[src/rtl/nvmc_pkg.sv]
// Contract
// - address register width 6/7/8, upper zero
// - control bits 3..0, clear at power-on
// - no array write without store permit
// - store trigger needs permit already set
// - store trigger held until byte written
// - fetch trigger needs fetch permit set
// - fetch trigger clears, data register loaded
// - data register held until next operation
// - write duration from separate internal timer
// - write end sets irq and multi-function flags
// - vector request needs all enables, stack room
// - service clears only multi-function flag
// - power-on clears permit and bank select
package nvmc_pkg;

  // ----------------------------------------------------------------
  // special-function register map
  // ----------------------------------------------------------------
  localparam logic [7:0] NVMC_ADDR_OFS     = 8'h1e;
  localparam logic [7:0] NVMC_DATA_OFS     = 8'h1f;
  localparam logic [7:0] NVMC_BANK_OFS     = 8'h04;
  localparam logic [7:0] NVMC_PTR_OFS      = 8'h03;
  localparam logic [7:0] NVMC_IND_OFS      = 8'h02;
  localparam logic [7:0] NVMC_INTC_OFS     = 8'h0e;
  localparam logic [7:0] NVMC_CTRL_IND_OFS = 8'h40;
  localparam logic [7:0] NVMC_CTRL_BANK    = 8'h01;

  // ----------------------------------------------------------------
  // field positions
  // ----------------------------------------------------------------
  localparam int NVMC_STORE_PERMIT_BIT  = 3;
  localparam int NVMC_STORE_TRIGGER_BIT = 2;
  localparam int NVMC_FETCH_PERMIT_BIT  = 1;
  localparam int NVMC_FETCH_TRIGGER_BIT = 0;
  localparam int NVMC_IRQ_ENABLE_BIT    = 0;
  localparam int NVMC_MF_ENABLE_BIT     = 1;
  localparam int NVMC_IRQ_FLAG_BIT      = 2;
  localparam int NVMC_MF_FLAG_BIT       = 3;

  // ----------------------------------------------------------------
  // reset values and timing
  // ----------------------------------------------------------------
  localparam logic [3:0]  NVMC_CTRL_RESET    = 4'h0;
  localparam logic [7:0]  NVMC_BANK_RESET    = 8'h00;
  localparam int          NVMC_ADDR_WIDTH    = 8;
  localparam int          NVMC_WRITE_TICKS   = 32;
  localparam int          NVMC_TICK_DIV      = 5;

  typedef struct packed {
    logic [7:0] addr;
    logic [7:0] data;
    logic       store_permit;
    logic       store_trigger;
    logic       fetch_permit;
    logic       fetch_trigger;
    logic [7:0] bank_select;
    logic [7:0] indirect_pointer;
    logic       irq_enable;
    logic       mf_enable;
    logic       irq_flag;
    logic       mf_flag;
    logic [7:0] rdata;
    logic       vec_req;
    logic       wr_start;
    logic       rd_start;
  } nvmc_ctl_type;

  typedef struct packed {
    logic [7:0] addr;
    logic [7:0] data;
    logic       commit_ok;
  } nvmc_cmd_type;

endpackage : nvmc_pkg

[src/rtl/nvmc_array.sv]
`timescale 1ns/1ns
`default_nettype none
module nvmc_array
  import nvmc_pkg::*;
#(
  parameter int DEPTH       = 256,
  parameter int WRITE_TICKS = NVMC_WRITE_TICKS,
  parameter int TICK_DIV    = NVMC_TICK_DIV
) (
  input  wire logic         mclk_i,
  input  wire logic         srst_i,
  input  wire logic         wr_start_i,
  input  wire logic         rd_start_i,
  input  wire nvmc_cmd_type cmd_i,
  input  wire logic         permit_i,
  output logic              wr_done_o,
  output logic              rd_done_o,
  output logic [7:0]        rd_data_o
);

  typedef struct packed {
    logic [DEPTH-1:0][7:0] mem;
    logic [7:0]            tick_cnt;
    logic [15:0]           wr_cnt;
    logic                  wr_busy;
    nvmc_cmd_type          cmd;
    logic                  wr_done;
    logic                  rd_done;
    logic [7:0]            rd_data;
  } nvmc_arr_type;

  nvmc_arr_type st_reg;
  nvmc_arr_type st_next;

  // ----------------------------------------------------------------
  // write timer and storage
  // ----------------------------------------------------------------
  // the timer tick free-runs independent of any request, so the number
  // of core cycles a write takes varies with the tick phase at start
  always_comb begin
    st_next         = st_reg;
    st_next.wr_done = 1'b0;
    st_next.rd_done = 1'b0;
    st_next.tick_cnt = (st_reg.tick_cnt == 8'(TICK_DIV - 1)) ? 8'h00 : st_reg.tick_cnt + 8'h01;
    if (wr_start_i && !st_reg.wr_busy) begin
      st_next.wr_busy = 1'b1;
      st_next.cmd     = cmd_i;
      st_next.wr_cnt  = 16'h0000;
    end else if (st_reg.wr_busy && st_reg.tick_cnt == 8'h00) begin
      if (st_reg.wr_cnt == 16'(WRITE_TICKS - 1)) begin
        st_next.wr_busy = 1'b0;
        st_next.wr_done = 1'b1;
        if (permit_i) begin
          st_next.mem[st_reg.cmd.addr[$clog2(DEPTH)-1:0]] = st_reg.cmd.data;
        end
      end else begin
        st_next.wr_cnt = st_reg.wr_cnt + 16'h0001;
      end
    end
    if (rd_start_i && !st_reg.wr_busy) begin
      st_next.rd_done = 1'b1;
      st_next.rd_data = st_reg.mem[cmd_i.addr[$clog2(DEPTH)-1:0]];
    end
  end

  always_ff @(posedge mclk_i) begin
    if (srst_i) begin
      st_reg.tick_cnt <= 8'h00;
      st_reg.wr_cnt   <= 16'h0000;
      st_reg.wr_busy  <= 1'b0;
      st_reg.wr_done  <= 1'b0;
      st_reg.rd_done  <= 1'b0;
      st_reg.rd_data  <= 8'h00;
      st_reg.cmd      <= '0;
      st_reg.mem      <= st_next.mem;
    end else begin
      st_reg <= st_next;
    end
  end

  assign wr_done_o = st_reg.wr_done;
  assign rd_done_o = st_reg.rd_done;
  assign rd_data_o = st_reg.rd_data;

endmodule : nvmc_array
`default_nettype wire

[src/rtl/nvmc_ctrl.sv]
`timescale 1ns/1ns
`default_nettype none
module nvmc_ctrl
  import nvmc_pkg::*;
#(
  parameter int ADDR_WIDTH  = NVMC_ADDR_WIDTH,
  parameter int WRITE_TICKS = NVMC_WRITE_TICKS,
  parameter int TICK_DIV    = NVMC_TICK_DIV
) (
  input  wire logic       mclk_i,
  input  wire logic       srst_i,
  input  wire logic       sfr_wr_i,
  input  wire logic [7:0] sfr_addr_i,
  input  wire logic [7:0] sfr_wdata_i,
  input  wire logic       gie_i,
  input  wire logic       stack_full_i,
  input  wire logic       irq_ack_i,
  output logic      [7:0] sfr_rdata_o,
  output logic            irq_req_o
);

  localparam logic [7:0] ADDR_MASK = 8'((1 << ADDR_WIDTH) - 1);

  nvmc_ctl_type st_reg;
  nvmc_ctl_type st_next;
  nvmc_cmd_type cmd;
  logic         wr_done;
  logic         rd_done;
  logic [7:0]   rd_data;
  logic         ctrl_hit;

  // ----------------------------------------------------------------
  // array and write timer
  // ----------------------------------------------------------------
  assign cmd = '{addr: st_reg.addr, data: st_reg.data, commit_ok: st_reg.store_permit};

  nvmc_array #(
    .DEPTH       (1 << ADDR_WIDTH),
    .WRITE_TICKS (WRITE_TICKS),
    .TICK_DIV    (TICK_DIV)
  ) u_array (
    .mclk_i     (mclk_i),
    .srst_i     (srst_i),
    .wr_start_i (st_reg.wr_start),
    .rd_start_i (st_reg.rd_start),
    .cmd_i      (cmd),
    .permit_i   (st_reg.store_permit),
    .wr_done_o  (wr_done),
    .rd_done_o  (rd_done),
    .rd_data_o  (rd_data)
  );

  // control register only reachable through the indirect port in bank 1
  assign ctrl_hit = (st_reg.bank_select == NVMC_CTRL_BANK) &&
                    (st_reg.indirect_pointer == NVMC_CTRL_IND_OFS);

  // ----------------------------------------------------------------
  // next state
  // ----------------------------------------------------------------
  always_comb begin
    st_next          = st_reg;
    st_next.wr_start = 1'b0;
    st_next.rd_start = 1'b0;

    if (sfr_wr_i) begin
      unique case (sfr_addr_i)
        NVMC_ADDR_OFS: st_next.addr = sfr_wdata_i & ADDR_MASK;
        NVMC_DATA_OFS: st_next.data = sfr_wdata_i;
        NVMC_BANK_OFS: st_next.bank_select = sfr_wdata_i;
        NVMC_PTR_OFS:  st_next.indirect_pointer = sfr_wdata_i;
        NVMC_INTC_OFS: begin
          st_next.irq_enable = sfr_wdata_i[NVMC_IRQ_ENABLE_BIT];
          st_next.mf_enable  = sfr_wdata_i[NVMC_MF_ENABLE_BIT];
          st_next.irq_flag   = sfr_wdata_i[NVMC_IRQ_FLAG_BIT];
          st_next.mf_flag    = sfr_wdata_i[NVMC_MF_FLAG_BIT];
        end
        NVMC_IND_OFS: begin
          if (ctrl_hit) begin
            st_next.store_permit = sfr_wdata_i[NVMC_STORE_PERMIT_BIT];
            st_next.fetch_permit = sfr_wdata_i[NVMC_FETCH_PERMIT_BIT];
            // a trigger only rises on a permit already held; a busy one
            // cannot be cleared by software
            if (!st_reg.store_trigger && st_reg.store_permit &&
                sfr_wdata_i[NVMC_STORE_TRIGGER_BIT]) begin
              st_next.store_trigger = 1'b1;
              st_next.wr_start      = 1'b1;
            end else if (!st_reg.store_trigger && !st_reg.fetch_trigger &&
                         st_reg.fetch_permit &&
                         sfr_wdata_i[NVMC_FETCH_TRIGGER_BIT]) begin
              st_next.fetch_trigger = 1'b1;
              st_next.rd_start      = 1'b1;
            end
          end
        end
        default: ;
      endcase
    end

    if (rd_done) begin
      st_next.fetch_trigger = 1'b0;
      st_next.data          = rd_data;
    end

    // completion sets after any software write, so the set wins
    if (wr_done) begin
      st_next.store_trigger = 1'b0;
      st_next.irq_flag      = 1'b1;
      st_next.mf_flag       = 1'b1;
    end else if (irq_ack_i && st_reg.vec_req) begin
      st_next.mf_flag = 1'b0;
    end

    st_next.vec_req = gie_i && st_next.irq_enable && st_next.mf_enable &&
                      st_next.mf_flag && !stack_full_i && !irq_ack_i;

    unique case (sfr_addr_i)
      NVMC_ADDR_OFS: st_next.rdata = st_next.addr & ADDR_MASK;
      NVMC_DATA_OFS: st_next.rdata = st_next.data;
      NVMC_BANK_OFS: st_next.rdata = st_next.bank_select;
      NVMC_PTR_OFS:  st_next.rdata = st_next.indirect_pointer;
      NVMC_INTC_OFS: st_next.rdata = {4'h0, st_next.mf_flag, st_next.irq_flag,
                                      st_next.mf_enable, st_next.irq_enable};
      NVMC_IND_OFS:  st_next.rdata = ctrl_hit ?
                                     {4'h0, st_next.store_permit, st_next.store_trigger,
                                      st_next.fetch_permit, st_next.fetch_trigger} :
                                     8'h00;
      default:       st_next.rdata = 8'h00;
    endcase
  end

  // ----------------------------------------------------------------
  // state register
  // ----------------------------------------------------------------
  always_ff @(posedge mclk_i) begin
    if (srst_i) begin
      st_reg <= st_next;
      {st_reg.store_permit, st_reg.store_trigger,
       st_reg.fetch_permit, st_reg.fetch_trigger} <= NVMC_CTRL_RESET;
      st_reg.bank_select      <= NVMC_BANK_RESET;
      st_reg.indirect_pointer <= 8'h00;
      st_reg.irq_enable       <= 1'b0;
      st_reg.mf_enable        <= 1'b0;
      st_reg.irq_flag         <= 1'b0;
      st_reg.mf_flag          <= 1'b0;
      st_reg.rdata            <= 8'h00;
      st_reg.vec_req          <= 1'b0;
      st_reg.wr_start         <= 1'b0;
      st_reg.rd_start         <= 1'b0;
    end else begin
      st_reg <= st_next;
    end
  end

  assign sfr_rdata_o = st_reg.rdata;
  assign irq_req_o   = st_reg.vec_req;

endmodule : nvmc_ctrl
`default_nettype wire

[config.mk]
export PLATFORM = sky130hd
export DESIGN_NAME = nvmc_ctrl
export DESIGN_NICKNAME = d
export VERILOG_FILES = /design/src/rtl/nvmc_pkg.sv /design/src/rtl/nvmc_array.sv /design/src/rtl/nvmc_ctrl.sv
export SDC_FILE = /design/constraint.sdc
export NUM_CORES = 2
export LEC_CHECK = 0
export ABC_AREA = 1
export BUFFER_PORTS_ARGS = -buffer_cell sky130_fd_sc_hd__buf_4
export CORE_ASPECT_RATIO = 1.5
export CORE_MARGIN = 10
export CORE_UTILIZATION = 55
export CTS_BUF_LIST = sky130_fd_sc_hd__clkbuf_2
export DETAILED_ROUTE_END_ITERATION = 10
export GPL_ROUTABILITY_DRIVEN = 0
export PLACE_DENSITY = 0.71
export REMOVE_ABC_BUFFERS = 1
export SYNTH_ARGS = -nofsm -noshare
export SYNTH_HDL_FRONTEND = slang
export SYNTH_SLANG_ARGS = --single-unit
[constraint.sdc]
create_clock -name mclk_i -period 7.6 [get_ports mclk_i]
set_clock_uncertainty 0.15 [all_clocks]
set_input_delay 0.38 -clock mclk_i [delete_from_list [all_inputs] [get_ports mclk_i]]
set_output_delay 0.38 -clock mclk_i [all_outputs]
set_load 0.02 [all_outputs]
==> results.sh <==
export IMPL_post_route_worst_setup_slack_ns=2.55
export IMPL_postSynth_topFlopCell="sky130_fd_sc_hd__edfxtp_1"
export IMPL_hpwl_mm=132
export IMPL_combPwrFrac=0.056
export IMPL_layout_area_overhead_vs_synth_pct=6.95
export IMPL_critPathKind="in2reg"
export IMPL_largest_family_of_logic_cells_by_synthesized_area="simple AND/OR/NAND/NOR gates"
export IMPL_powerDensity_nw_per_um2=220
export IMPL_synth_lib_cells_used_distinct=40
export IMPL_final_instance_count_excl_fill=10161
export IMPL_tritoncts="yes"
export IMPL_total_leakage_power_nw=31.7
export IMPL_clock_fmax_mhz=198
export IMPL_postSynthCellCount=7596
export IMPL_timing_critical_path_slowest_cell_delay_ns=0.73
export IMPL_worst_endpoint_arrival_ns=6.73
export IMPL_cp_start_kind="primary input"
export IMPL_layout_drive_gt1_share=0.107
export IMPL_largest_register_ffs=2089
export IMPL_design_final_nets=7774
export IMPL_place_port_buffers=30
export IMPL_synth_area_mux_share=0
export IMPL_critPathSlowestCell="sky130_fd_sc_hd__dlygate4sd3_1"
export IMPL_syn_cell_area_um2=87600
export IMPL_post_cts_resize_count=0
export IMPL_critical_path_peak_fanout=6
export IMPL_placement_cell_area_um2=88800
export IMPL_track_usage=0.268
export IMPL_antenna_found_initial=8
export IMPL_finalWirelength_mm=242
export IMPL_period_share=0.665
export IMPL_drt_pass1_iterations=8
export IMPL_synth_commonest_cells="sky130_fd_sc_hd__nand2_1 (2227), sky130_fd_sc_hd__edfxtp_1 (2048), sky130_fd_sc_hd__nand3_1 (2043)"
export IMPL_critical_path_top_delay_family="buffers and inverters"
export IMPL_detail_route_vias_per_cell=6.02
export IMPL_grt_max_degree=215
export IMPL_count_of_vias_placed_by_the_detailed_router=61196
export IMPL_yosys_cell_count_top_type="sky130_fd_sc_hd__nand2_1"
export IMPL_critical_path_endpoint_type="flip-flop"
export IMPL_die_height_um=509
export IMPL_grt_remaining_overflow=0
export IMPL_cp_cell_sequence="dlygate4sd3_1, buf_4, dlygate4sd3_1, nor2_1, dlygate4sd3_1, nand2_1, nor2_1, dlygate4sd3_1, nand2_1, dlygate4sd3_1, inv_1, or2_2, o21ai_0, dlygate4sd3_1, inv_1, nand4_1, nor4_1, dlygate4sd3_1, dlygate4sd3_1"
export IMPL_worst_path_most_repeated_cell="sky130_fd_sc_hd__dlygate4sd3_1"
export IMPL_unrepaired_setup_endpoints_after_global_routing="false"
export IMPL_max_cap_violations=0
export IMPL_drt_antenna_violating_nets=0
export IMPL_worstMarginPinSlew_ns=1.30
export IMPL_preCtsSetupSlack_ns=3.59
export IMPL_power_frac_seq=0.620
export IMPL_r2r_setup_slack_ns=3.39
export IMPL_dpl_cell_count=9271
export IMPL_grt_first_pass_wirelength_mm=361
export IMPL_synth_compound_gate_area_share=0.00687
export IMPL_core_rowCount=179
export IMPL_routed_wire_length_per_instance_um=23.8
export IMPL_synth_seq_area_share=0.725
export IMPL_hold_path_class="in2reg"
export IMPL_finalSetupViolCount=0
export IMPL_die_x_um=346
export IMPL_postSynth_asyncResetShare=0
export IMPL_top_cell_type_s_share_of_synthesized_area=0.702
export IMPL_synth_adder_area_share=0.000429
export IMPL_vias_in_the_first_global_route=60818
export IMPL_finalCriticalPeriod_ns=5.05
export IMPL_io_pins=31
export IMPL_post_synth_xor_area_fraction=0.000400
export IMPL_count_of_flip_flops_with_a_built_in_enable_after_synthesis=2048
export IMPL_clkSlewWorstSetupHoldPaths_ns=0.15
export IMPL_run_status="finished clean"
export IMPL_p_sw_frac=0.251
export IMPL_synth_seq_cells=2150
export IMPL_initial_core_util=0.552
export IMPL_yosysTopAreaCell="sky130_fd_sc_hd__edfxtp_1"
export IMPL_hold_violations=0
export IMPL_pwr_share_clk=0.323
export IMPL_clock_root_buffer="sky130_fd_sc_hd__clkbuf_2"
export IMPL_timing_slew_headroom=0.133
export IMPL_tritoncts_num_buffers=462
export IMPL_clk_latency_ns=1.90
export IMPL_cp_num_buf_inv=11
export IMPL_core_area_um2=159000
export IMPL_ys_warnings_count=0
export IMPL_timing_max_transition_violations_final=0
export IMPL_p_int_w=0.0154
export IMPL_numClockSinks=2150
export IMPL_htree_num_levels=5
export IMPL_die_area_um2=176000
export IMPL_drc=0
export IMPL_synth_simple_area_share=0.235
export IMPL_clockBufferDepth=4
export IMPL_vdd_ir_drop_worst_mv=0.165
export IMPL_top_cells_by_area_in_the_synthesized_netlist="sky130_fd_sc_hd__edfxtp_1 (70%), sky130_fd_sc_hd__nand3_1 (12%), sky130_fd_sc_hd__nand2_1 (9.5%)"
export IMPL_worst_ep_required_time_ns=9.28
export IMPL_post_synth_cell_area_avg_um2=11.5
export IMPL_p_switching_w=0.00516
export IMPL_final_design_area_no_fill_um2=93700
export IMPL_drt_initial_drc_count=7461
-- worst paths after layout --
check                                         from  cells past startpoint                   end
worst max-delay path                 sfr_addr_i[4]                     19             irq_req_o
worst min-delay path                 sfr_addr_i[5]                      8        sfr_rdata_o[6]
worst max register to register              cmd[9]                     14  u_array.rd_data_o[2]
worst min register to register  u_array.st_reg[44]                      1    u_array.st_reg[44]
-- timing repair --
| action | 4_1_cts | 5_1_grt |
|---|---|---|
| hold buffers | 95 | 0 |
| hold endpoints to repair | 102 | 0 |
| buffers inserted | 0 | 0 |
-- logic make-up after synthesis --
group / count (synthesis)
AND/OR/NAND/NOR: 4714
flip-flops: 2150
buffers and inverters: 611
AO/OA/AOI/OAI: 114
XOR/XNOR: 4
adder cells (fa/ha/maj): 3
-- placed cells by master, fill, tap and decap left out, types with 2 or more instances in the layout --
cell	instances
sky130_fd_sc_hd__nor3b_1	6
sky130_fd_sc_hd__buf_12	15
sky130_fd_sc_hd__buf_4	86
sky130_fd_sc_hd__nand4_1	14
sky130_fd_sc_hd__clkinv_2	25
sky130_fd_sc_hd__nand2_2	8
sky130_fd_sc_hd__nand2_1	2220
sky130_fd_sc_hd__inv_1	95
sky130_fd_sc_hd__nor3_1	18
sky130_fd_sc_hd__nor2_2	34
sky130_fd_sc_hd__nor4_1	9
sky130_fd_sc_hd__bufinv_16	2
sky130_fd_sc_hd__o22ai_1	4
sky130_fd_sc_hd__nor2_8	2
sky130_fd_sc_hd__inv_2	7
sky130_fd_sc_hd__ha_1	3
sky130_fd_sc_hd__diode_2	9
sky130_fd_sc_hd__dfxtp_1	89
sky130_fd_sc_hd__or2_2	4
sky130_fd_sc_hd__o21ai_0	49
sky130_fd_sc_hd__nand3_1	2043
sky130_fd_sc_hd__clkinv_1	109
sky130_fd_sc_hd__nor3_2	4
sky130_fd_sc_hd__o21a_1	4
sky130_fd_sc_hd__clkbuf_2	648
sky130_fd_sc_hd__nand2_4	9
sky130_fd_sc_hd__dfxtp_4	12
sky130_fd_sc_hd__inv_8	2
sky130_fd_sc_hd__nor4_2	2
sky130_fd_sc_hd__o21ai_1	3
sky130_fd_sc_hd__a21oi_1	45
sky130_fd_sc_hd__a31oi_1	6
sky130_fd_sc_hd__xor2_1	4
sky130_fd_sc_hd__dlygate4sd3_1	94
sky130_fd_sc_hd__edfxtp_1	2048
sky130_fd_sc_hd__nor2_1	337
-- worst reg2reg max path, delay by kind of cell, from the launching register on --
kind          cells  cell delay (ns)
buf+inv           3             1.62
flops             1             0.63
simple gates     11             1.78
-- power groups by stage --
stage          Clock (W)  Sequential [W]  Combinational [W]
3_3_place_gp           0          0.0130            0.00108
4_1_cts          0.00670          0.0128            0.00113
6_report         0.00665          0.0128            0.00116
2_1_floorplan          0          0.0131            0.00111
5_1_grt          0.00729          0.0128            0.00126
3_5_place_dp           0          0.0130            0.00110
-- stage by stage --
stage / hold WS, ns / utilization / TNS [ns] / total power (W)
2_1_floorplan: 0.267 / - / -343.95 / 0.0142
3_3_place_gp: 0.288 / 0.560 / 0 / 0.0141
3_5_place_dp: 0.285 / 0.560 / 0 / 0.0141
4_1_cts: 0.00605 / 0.591 / 0 / 0.0206
5_1_grt: 0.202 / 0.591 / 0 / 0.0213
6_report: 0.271 / 0.591 / 0 / 0.0206
-- area by class of cell --
| type | instances | area, um2 |
|---|---|---|
| multi-input cells | 4835 | 21300 |
| well taps | 2081 | 2600 |
| repair buffers | 195 | 1890 |
| clock inverters | 138 | 607 |
| diodes | 9 | 22.5 |
| flip-flops and latches | 2150 | 63600 |
| clock buffers | 648 | 3240 |
| inverters | 105 | 428 |
| fillers | 12802 | 64900 |
-- metal layers --
metal | part of all wire | vias to the layer above | global-route usage
li1 | - | 27384 | -
met1 | 0.35 | 29387 | 0.311
met2 | 0.49 | 3610 | 0.451
met3 | 0.093 | 815 | 0.0558
met4 | 0.070 | 0 | 0.177
met5 | 0 | - | 0
No activity file was read; power rests on OpenSTA's default activity.
